**src/verilog/cc_defs.svh**
```systemverilog
// Constants and register map of the clock source, PLL and sleep control
// Summary of operation
// [RL1] Reset selects internal RC oscillator as source
// [RL2] PLL multiplier accepts integers 1 to 32
// [RL3] Post divider 2,4,8,16 gives even duty; code toggles whenever credit reaches the ratio, so duty is uneven
// [RL4] Software feeds PLL 10 to 25 MHz
// [RL5] Software keeps oscillator 156-320, output below 100
// [RL6] Reset leaves both PLLs off and bypassed
// [RL7] Software enables, waits lock, then selects PLL
// [RL8] Lock withheld until 100 us settling elapsed
// [RL9] Second identical PLL makes USB clock
// [RL10] Clock output pin picks one of four
// [RL11] Software waits 500 us for system oscillator
// [RL12] After wake software re-enables and waits stable
// [RL13] System oscillator feeds CPU directly or via PLL
// [RL14] Watchdog oscillator drives CPU, watchdog, output pin
// [RL15] Watchdog clock picks RC or watchdog oscillator
// [RL16] RTC oscillator gives 1 Hz, 1 kHz, 32 kHz
// [RL17] Per-peripheral register bit gates its clock
// [RL18] CPU divider plus separate peripheral dividers
// [RL19] Sleep stops core clock, re-enable resumes
// [RL20] Sleep lasts until reset or interrupt
// [RL21] Source muxes never emit shortened pulses
`ifndef CC_DEFS_SVH
`define CC_DEFS_SVH

// Register byte offsets
`define CC_OFF_MAINSEL 12'h000
`define CC_OFF_SYSPLL 12'h004
`define CC_OFF_USBPLL 12'h008
`define CC_OFF_STATUS 12'h00C
`define CC_OFF_CLOCK_OUTPUT_PIN 12'h010
`define CC_OFF_WDTSEL 12'h014
`define CC_OFF_CPUDIV 12'h018
`define CC_OFF_GATE 12'h01C
`define CC_OFF_PDIV0 12'h020
`define CC_OFF_PDIV1 12'h024
`define CC_OFF_SLEEP 12'h028

// Reset values
`define CC_RST_PLL 11'h200
`define CC_RST_CPUDIV 8'h01
`define CC_RST_GATE 8'h0F
`define CC_RST_PDIV 8'h00

// Field widths
`define CC_PLL_W 11
`define CC_DIV_W 8
`define CC_NPER 8

// Timing
`define CC_CLK_MHZ 125
`define CC_PLL_SETTLE_US 100

// RTC divider taps on a 32768 Hz edge count
`define CC_RTC_1K_BIT 4
`define CC_RTC_1HZ_BIT 14

`endif

```
**src/verilog/cc_pkg.sv**
```systemverilog
// Types shared by the clock control design
package cc_pkg;
	typedef enum logic [2:0] {
		CC_SRC_IRC = 3'b000,
		CC_SRC_SYSOSC = 3'b001,
		CC_SRC_WDO = 3'b010,
		CC_SRC_PLL = 3'b011,
		CC_SRC_RTC = 3'b100
	} cc_main_src_e;
	typedef enum logic {
		CC_MUX_RUN = 1'b0,
		CC_MUX_DROP = 1'b1
	} cc_mux_st_e;
	typedef struct packed {
		logic src;
		logic bypass;
		logic en;
		logic spare;
		logic [1:0] psel;
		logic [4:0] msel;
	} cc_pll_cfg_s;
	typedef struct packed {
		logic [2:0] main_src;
		logic sleeping;
		logic [1:0] lock;
	} cc_status_s;
endpackage : cc_pkg

```
**src/verilog/cc_clock_ctrl.sv**
```systemverilog
// Clock source, PLL, divider, gating and sleep control with APB registers
`timescale 1ns/1ps
`include "cc_defs.svh"
module cc_clock_ctrl
	import cc_pkg::*;
#(
	parameter int LOCK_CYCLES = `CC_PLL_SETTLE_US * `CC_CLK_MHZ
) (
	// Clock and reset
	input wire logic pclk,
	input wire logic presetn,
	// APB slave
	input wire logic psel,
	input wire logic penable,
	input wire logic pwrite,
	input wire logic [11:0] paddr,
	input wire logic [31:0] pwdata,
	output logic [31:0] prdata,
	output logic pready,
	output logic pslverr,
	// Oscillator levels
	input wire logic internal_rc_oscillator,
	input wire logic sys_oscillator,
	input wire logic watchdog_oscillator,
	input wire logic rtc_osc_32k,
	// Wake request from peripheral interrupt logic
	input wire logic wake_irq,
	// Generated clocks
	output logic main_clk,
	output logic core_clk,
	output logic usb_clk,
	output logic watchdog_timer_clock,
	output logic clock_output_pin,
	output logic rtc_clk_1hz,
	output logic rtc_clk_1khz,
	output logic [`CC_NPER-1:0] periph_clk,
	output logic [1:0] periph_div_clk,
	// Status
	output logic core_sleeping
);
	localparam logic [15:0] LOCK_N = 16'(LOCK_CYCLES);

	// Register state
	logic [2:0] main_sel;
	logic [1:0] clock_output_pin_sel;
	logic wdt_sel;
	logic [`CC_DIV_W-1:0] div_n [3];
	logic [`CC_NPER-1:0] gate;
	cc_pll_cfg_s pll_cfg [2];
	logic [1:0] pll_lock;
	logic [1:0] pll_out;
	logic [2:0] main_cur;
	cc_status_s status;

	// Oscillator input synchronisers
	logic [3:0] osc_s1;
	logic [3:0] osc_s2;
	logic [3:0] osc_s3;
	logic [3:0] osc_f;
	wire [3:0] osc_in = {rtc_osc_32k, watchdog_oscillator,
		sys_oscillator, internal_rc_oscillator};
	wire [3:0] osc_agree = ~(osc_s2 ^ osc_s3);
	wire [3:0] next_osc_f = (osc_agree & osc_s3) | (~osc_agree & osc_f);
	wire irc_f = osc_f[0];
	wire sys_f = osc_f[1];
	wire wdo_f = osc_f[2];
	wire rtc_f = osc_f[3];

	always_ff @(posedge pclk or negedge presetn) begin
		if (!presetn) begin
			osc_s1 <= '0;
			osc_s2 <= '0;
			osc_s3 <= '0;
			osc_f <= '0;
		end else begin
			osc_s1 <= osc_in;
			osc_s2 <= osc_s1;
			osc_s3 <= osc_s2;
			osc_f <= next_osc_f;
		end
	end

	// APB decode
	wire acc = psel && penable;
	wire xfer = acc && pready;
	wire wr = xfer && pwrite;
	wire hit_main = paddr == `CC_OFF_MAINSEL;
	wire hit_spll = paddr == `CC_OFF_SYSPLL;
	wire hit_upll = paddr == `CC_OFF_USBPLL;
	wire hit_stat = paddr == `CC_OFF_STATUS;
	wire hit_cout = paddr == `CC_OFF_CLOCK_OUTPUT_PIN;
	wire hit_wdt = paddr == `CC_OFF_WDTSEL;
	wire hit_cdiv = paddr == `CC_OFF_CPUDIV;
	wire hit_gate = paddr == `CC_OFF_GATE;
	wire hit_pd0 = paddr == `CC_OFF_PDIV0;
	wire hit_pd1 = paddr == `CC_OFF_PDIV1;
	wire hit_slp = paddr == `CC_OFF_SLEEP;
	wire hit = hit_main | hit_spll | hit_upll | hit_stat | hit_cout |
		hit_wdt | hit_cdiv | hit_gate | hit_pd0 | hit_pd1 | hit_slp;
	wire [1:0] wr_pll = {wr && hit_upll, wr && hit_spll};
	wire [2:0] wr_div = {wr && hit_pd1, wr && hit_pd0, wr && hit_cdiv};
	wire [31:0] rd_data =
		hit_main ? {29'h0, main_sel} :
		hit_spll ? {21'h0, pll_cfg[0]} :
		hit_upll ? {21'h0, pll_cfg[1]} :
		hit_stat ? {26'h0, status} :
		hit_cout ? {30'h0, clock_output_pin_sel} :
		hit_wdt ? {31'h0, wdt_sel} :
		hit_cdiv ? {24'h0, div_n[0]} :
		hit_gate ? {24'h0, gate} :
		hit_pd0 ? {24'h0, div_n[1]} :
		hit_pd1 ? {24'h0, div_n[2]} :
		hit_slp ? {31'h0, core_sleeping} : 32'h0000_0000;

	assign status = '{main_src: main_cur, sleeping: core_sleeping,
		lock: pll_lock};

	always_ff @(posedge pclk or negedge presetn) begin
		if (!presetn) begin
			pready <= 1'b0;
			pslverr <= 1'b0;
			prdata <= 32'h0000_0000;
		end else begin
			pready <= acc && !pready;
			pslverr <= acc && !pready && !hit;
			if (acc && !pready)
				prdata <= pwrite ? 32'h0000_0000 : rd_data;
		end
	end

	// Selection and gate registers
	always_ff @(posedge pclk or negedge presetn) begin
		if (!presetn) begin
			main_sel <= CC_SRC_IRC; // [RL1]
			clock_output_pin_sel <= 2'b00;
			wdt_sel <= 1'b0;
			gate <= `CC_RST_GATE;
		end else if (wr) begin
			if (hit_main)
				main_sel <= pwdata[2:0]; // [RL13] [RL14]
			if (hit_cout)
				clock_output_pin_sel <= pwdata[1:0]; // [RL10]
			if (hit_wdt)
				wdt_sel <= pwdata[0]; // [RL15]
			if (hit_gate)
				gate <= pwdata[`CC_NPER-1:0]; // [RL17]
		end
	end

	// Sleep control: a wake request beats a sleep write in the same cycle
	always_ff @(posedge pclk or negedge presetn) begin
		if (!presetn)
			core_sleeping <= 1'b0;
		else if (wake_irq)
			core_sleeping <= 1'b0; // [RL20]
		else if (wr && hit_slp && pwdata[0])
			core_sleeping <= 1'b1; // [RL19]
	end

	// System and USB PLLs, identical
	logic [15:0] lock_cnt [2];
	logic [7:0] credit [2];
	genvar g;
	generate
	for (g = 0; g < 2; g++) begin : gen_pll // [RL9]
		cc_pll_cfg_s cfg_q;
		logic in_q;
		wire pin = pll_cfg[g].src ? sys_f : irc_f;
		wire in_rise = pin && !in_q;
		wire [6:0] mult2 = {1'b0, pll_cfg[g].msel, 1'b0} + 7'd2; // [RL2]
		wire [7:0] ratio = 8'd2 << pll_cfg[g].psel; // [RL3]
		wire tog = credit[g] >= ratio;
		wire [8:0] sum = {1'b0, credit[g]} - {1'b0, tog ? ratio : 8'h00} +
			(in_rise ? {2'b00, mult2} : 9'h000);
		wire [7:0] next_credit = sum[8] ? 8'hFF : sum[7:0];
		wire restart = !pll_cfg[g].en || pll_cfg[g] != cfg_q;

		always_ff @(posedge pclk or negedge presetn) begin
			if (!presetn)
				pll_cfg[g] <= `CC_RST_PLL; // [RL6]
			else if (wr_pll[g])
				pll_cfg[g] <= pwdata[`CC_PLL_W-1:0];
		end

		always_ff @(posedge pclk or negedge presetn) begin
			if (!presetn) begin
				cfg_q <= `CC_RST_PLL;
				lock_cnt[g] <= 16'h0000;
				pll_lock[g] <= 1'b0;
			end else begin
				cfg_q <= pll_cfg[g];
				if (restart) begin
					lock_cnt[g] <= 16'h0000;
					pll_lock[g] <= 1'b0;
				end else if (lock_cnt[g] == LOCK_N)
					pll_lock[g] <= 1'b1; // [RL8]
				else
					lock_cnt[g] <= lock_cnt[g] + 16'h0001;
			end
		end

		always_ff @(posedge pclk or negedge presetn) begin
			if (!presetn) begin
				in_q <= 1'b0;
				credit[g] <= 8'h00;
				pll_out[g] <= 1'b0;
			end else begin
				in_q <= pin;
				if (pll_cfg[g].bypass) begin
					credit[g] <= 8'h00;
					pll_out[g] <= pin; // [RL6]
				end else if (!pll_lock[g]) begin
					credit[g] <= 8'h00;
					pll_out[g] <= 1'b0;
				end else begin
					credit[g] <= next_credit; // [RL2]
					pll_out[g] <= pll_out[g] ^ tog; // [RL3]
				end
			end
		end

	end
	endgenerate

	assign usb_clk = pll_out[1];

	// Source selectors
	cc_glitchless_mux #(.N(8), .W(3)) u_main_mux (
		.pclk(pclk),
		.presetn(presetn),
		.src({3'b000, rtc_f, pll_out[0], wdo_f, sys_f, irc_f}), // [RL16]
		.sel(main_sel),
		.out(main_clk),
		.cur(main_cur)
	);
	cc_glitchless_mux #(.N(2), .W(1)) u_wdt_mux (
		.pclk(pclk),
		.presetn(presetn),
		.src({wdo_f, irc_f}),
		.sel(wdt_sel),
		.out(watchdog_timer_clock),
		.cur()
	);
	cc_glitchless_mux #(.N(4), .W(2)) u_cout_mux (
		.pclk(pclk),
		.presetn(presetn),
		.src({main_clk, wdo_f, sys_f, irc_f}),
		.sel(clock_output_pin_sel),
		.out(clock_output_pin),
		.cur()
	);

	// CPU divider and two peripheral dividers on the main clock
	logic main_q;
	logic [`CC_DIV_W-1:0] div_cnt [3];
	logic [2:0] div_lvl;
	wire main_rise = main_clk && !main_q;
	genvar d;
	generate
	for (d = 0; d < 3; d++) begin : gen_div // [RL18]
		wire last = div_cnt[d] == div_n[d] - 8'h01;
		wire [7:0] next_cnt = last ? 8'h00 : div_cnt[d] + 8'h01;
		always_ff @(posedge pclk or negedge presetn) begin
			if (!presetn)
				div_n[d] <= d == 0 ? `CC_RST_CPUDIV : `CC_RST_PDIV;
			else if (wr_div[d])
				div_n[d] <= pwdata[`CC_DIV_W-1:0];
		end
		always_ff @(posedge pclk or negedge presetn) begin
			if (!presetn) begin
				div_cnt[d] <= 8'h00;
				div_lvl[d] <= 1'b0;
			end else if (div_n[d] == 8'h00) begin
				div_cnt[d] <= 8'h00;
				div_lvl[d] <= 1'b0;
			end else if (div_n[d] == 8'h01)
				div_lvl[d] <= main_clk;
			else if (main_rise) begin
				div_cnt[d] <= next_cnt;
				div_lvl[d] <= next_cnt < (div_n[d] >> 1);
			end
		end
	end
	endgenerate

	// Core and peripheral clock gates, switched only while clock is low
	logic core_run;
	logic [`CC_NPER-1:0] periph_run;
	always_ff @(posedge pclk or negedge presetn) begin
		if (!presetn) begin
			main_q <= 1'b0;
			core_run <= 1'b1;
			core_clk <= 1'b0;
			periph_run <= '0;
			periph_clk <= '0;
			periph_div_clk <= 2'b00;
		end else begin
			main_q <= main_clk;
			if (!div_lvl[0])
				core_run <= !core_sleeping; // [RL19]
			core_clk <= div_lvl[0] && core_run; // [RL18]
			if (!main_clk)
				periph_run <= gate; // [RL17]
			periph_clk <= {`CC_NPER{main_clk}} & periph_run; // [RL20]
			periph_div_clk <= div_lvl[2:1];
		end
	end

	// RTC clocks from the 32 kHz oscillator
	logic rtc_q;
	logic [14:0] rtc_cnt;
	always_ff @(posedge pclk or negedge presetn) begin
		if (!presetn) begin
			rtc_q <= 1'b0;
			rtc_cnt <= 15'h0000;
			rtc_clk_1khz <= 1'b0;
			rtc_clk_1hz <= 1'b0;
		end else begin
			rtc_q <= rtc_f;
			if (rtc_f && !rtc_q)
				rtc_cnt <= rtc_cnt + 15'h0001;
			rtc_clk_1khz <= rtc_cnt[`CC_RTC_1K_BIT]; // [RL16]
			rtc_clk_1hz <= rtc_cnt[`CC_RTC_1HZ_BIT]; // [RL16]
		end
	end
endmodule : cc_clock_ctrl

```
**src/verilog/cc_glitchless_mux.sv**
```systemverilog
// Clock source selector that switches without runt pulses
`timescale 1ns/1ps
module cc_glitchless_mux
	import cc_pkg::*;
#(
	parameter int N = 8,
	parameter int W = 3
) (
	// Clock and reset
	input wire logic pclk,
	input wire logic presetn,
	// Sources and selection
	input wire logic [N-1:0] src,
	input wire logic [W-1:0] sel,
	// Selected clock level
	output logic out,
	output logic [W-1:0] cur
);
	cc_mux_st_e st;
	wire cur_low = !src[cur];
	wire new_low = !src[sel];

	always_ff @(posedge pclk or negedge presetn) begin
		if (!presetn) begin
			st <= CC_MUX_RUN;
			cur <= '0;
			out <= 1'b0;
		end else begin
			case (st)
			CC_MUX_RUN: begin
				out <= src[cur];
				if (sel != cur && cur_low) begin // [RL21]
					st <= CC_MUX_DROP;
					out <= 1'b0;
				end
			end
			CC_MUX_DROP: begin
				out <= 1'b0;
				if (new_low) begin // [RL21]
					cur <= sel;
					st <= CC_MUX_RUN;
				end
			end
			default: st <= CC_MUX_RUN;
			endcase
		end
	end
endmodule : cc_glitchless_mux

```
**config.mk**
```make
export PLATFORM = sky130hd
export DESIGN_NAME = cc_clock_ctrl
export DESIGN_NICKNAME = d
export VERILOG_FILES = /design/src/verilog/cc_pkg.sv /design/src/verilog/cc_clock_ctrl.sv /design/src/verilog/cc_glitchless_mux.sv
export VERILOG_INCLUDE_DIRS = /design/src /design/src/verilog
export SDC_FILE = /design/constraint.sdc
export NUM_CORES = 1
export LEC_CHECK = 0
export ABC_AREA = 1
export BUFFER_PORTS_ARGS = -buffer_cell sky130_fd_sc_hd__buf_2
export CAP_MARGIN = 20
export CORE_MARGIN = 2
export CORE_UTILIZATION = 30
export DETAILED_ROUTE_END_ITERATION = 16
export SLEW_MARGIN = 20
export SYNTH_ARGS = -nofsm -noshare
export SYNTH_HDL_FRONTEND = slang
export SYNTH_HIERARCHICAL = 1
export SYNTH_SLANG_ARGS = --single-unit
```
**constraint.sdc**
```tcl
create_clock -name pclk -period 5.8 [get_ports pclk]
set_input_delay 0.58 -clock pclk [delete_from_list [all_inputs] [get_ports pclk]]
set_output_delay 0.58 -clock pclk [all_outputs]
set_load 0.02 [all_outputs]
```
==> run metrics <==
initial antenna violation count 0; Syn. warnings 6; Seq/Total Area, Yosys 0.442; Die Area 0.0478 sq mm; clk buf depth 3; most common cell after layout, fill and taps aside nand2_1; NetSw 0.947 mW; Worst-Skew Late Latency 0.58 ns; top-area cell type share of the netlist area 0.423; placed insts 2368; Routed WL 33100 um; Comb pwr share 0.050; hpwl dp 24400 um; part of the power in registers 0.445; vias in the first global route 10700; Synth Instances 1724; Lkg Pwr 7.93 nW; Syn Std Cell Area 0.0138 sq mm; synth top area cells dfrtp_1, nand2_1, inv_1, ha_1, o21ai_0; Max VDD drop 0.000214 V; H-tree depth 1; Power Dens Cells 252 mW/mm^2; Clock Skew 0.0332 ns; final period utilization 0.722; fmax 239 MHz; crit-path max cell delay 0.49 ns; sw frac 0.238; Tightest Pin Transition 0.909 ns; critical path capture point type flop; Yosys top cell by area dfrtp_1; failing checks negative hold slack; Post-synth ARST share 1.00; TritonRoute pass-1 iters 5; initial core utilization 0.304; CP Launch Type flop; Root Buffer clkbuf_16; Reg clk slew, reported paths 0.06 ns; min cycle time layout 4.19 ns; Wirelength per Cell 13.6 um; Slowest cell on crit path dfrtp_1; Final ANT Viol Nets 0; Crit Path Max Fanout 10; worst hold margin -0.00898 ns; Worst EP arrival 4.66 ns; TritonCTS clock tree yes; first-pass GRT wire length 54600 um; Post-synth EDFFs 0; largest net degree at the start of global routing 104; initial drt markers 865; RSZ-0062 raised after global routing false; area grow syn2layout 14.4%; cts repair resizes 0; Nets 1925; Yosys reg bits 244; final setup vio count 0; Hold Path Class input port to async pin; total CTS buffers 30; vias per inst 4.59; Critical R2R Capture credit[10]$_DFF_PN0_; Congestion Overflow GR 0; Synth cell types 62; post-CTS setup buffers 0; drt drc 0; setup_tns 0 ns; clk sink count 244; worst path required time 6.27 ns; Clk pwr share 0.505; Final Hold Viols 6; Core ar. 0.0455 sq mm; RePlAce Congestion 0.869; internal power 3.03 mW; I/O pin total 106; fin util 0.348; R2R depth 25; relative slew slack 0.394; final slew viol count 0; most frequent cells in the layout nand2_1, inv_1, dfrtp_1; Synth Flop Type dfrtp_1; vias post-DR 11100; Reg-to-Reg Start pll_cfg[16]$_DFFE_PN0P_; Core Rows 78; max_cap viols 0; Tot GR Track Use 0.141; hold bufs inserted after CTS 0; Port Buffers 63; syn avg cell area 8.02 sq um; Layout Cells excl Fill 2424; layout cells sized above 1 0.119; reg2reg setup slack 1.61 ns; die extent in x 219 um; Crit Path Class flop to flop; status finished, violations left; Die H 219 um; antenna cells 0
## kinds of logic (layout without fill, tap and decap cells)
| kind of cell | Yosys count | after routing | share of synthesized area |
|---|---|---|---|
| buf+inv | 364 | 438 | 0.107 |
| xor+xnor | 55 | 55 | 0.0348 |
| fa+ha+maj | 75 | 75 | 0.0726 |
| compound gates | 276 | 276 | 0.117 |
| simple gates | 709 | 709 | 0.226 |
| other cells | 1 | 27 | 0.000271 |
| flops | 244 | 244 | 0.442 |
## sequential cells by signal (all words and copies together), names as in the netlist, 3 cells and up, named ones only
signal          flops
div_n              24
osc_s2              4
osc_s1              4
lock_cnt           32
prdata             11
div_lvl             3
gate                8
credit             16
div_cnt            24
main_sel            3
u_main_mux/cur      3
periph_clk          8
gen_pll.cfg_q      22
periph_run          8
rtc_cnt            15
pll_cfg            22
osc_s3              4
## synth_stat cells, drive strengths merged (22+ instances only)
cell and number:
nand3 96, nor2 129, nand2 422, dfrtp 234, ha 61, buf 32, o21ai 136, inv 316
o22ai 26, xor2 33, a21oi 62, xnor2 22
## per-stage QoR
stage / power (mW) / worst slack (ns) / cell area (sq um)
after detailed placement: 2.00 / 1.63 / 14700
after global placement: 2.00 / 1.68 / 14700
final: 3.98 / 1.61 / 15800
after global routing: 4.15 / 1.06 / 15800
after CTS: 4.04 / 1.60 / 15800
after floorplan: 1.91 / 2.08 / 13900
## layer usage
metal,vias up,track usage,part of all wire
met3,56,0.0223,0.044
met1,5253,0.195,0.47
met4,0,0.0412,0.026
li1,5621,-,-
met5,-,0,0
met2,188,0.228,0.46
## worst max-delay path, delay by kind of cell, from the launching register on
| kind | cells | cell delay (ns) |
|---|---|---|
| compound gates | 8 | 1.23 |
| buf+inv | 5 | 0.27 |
| fa+ha+maj | 3 | 1.08 |
| simple gates | 9 | 1.01 |
| flops | 1 | 0.49 |
## power by group through the flow
stage	Clock [mW]	Sequential (mW)	Combinational, mW
after CTS	2.06	1.77	0.205
after detailed placement	0	1.80	0.204
after floorplan	0	1.79	0.121
final	2.01	1.77	0.200
after global routing	2.14	1.77	0.229
after global placement	0	1.80	0.198
## how the worst max path moves through the flow
stage	start	end	cells past startpoint
CTS	pll_cfg[16]$_DFFE_PN0P_	credit[13]$_DFF_PN0_	25
floorplan	pll_cfg[17]$_DFFE_PN0P_	credit[13]$_DFF_PN0_	26
detailed placement	pll_cfg[16]$_DFFE_PN0P_	credit[13]$_DFF_PN0_	25
global route	pll_cfg[16]$_DFFE_PN0P_	credit[10]$_DFF_PN0_	25
global placement	pll_cfg[16]$_DFFE_PN0P_	credit[8]$_DFFE_PN0P_	25
finish	pll_cfg[16]$_DFFE_PN0P_	credit[10]$_DFF_PN0_	25
## final cells by class
cell class	instances	area, sq um
inverter	317	1200
clock buffer	36	823
timing repair buffer	65	340
fill	4715	29700
tap	600	751
sequential	244	6120
clock inverter	20	264
multi-input combinational	1142	6320
Power figures use the tool's default switching activity.
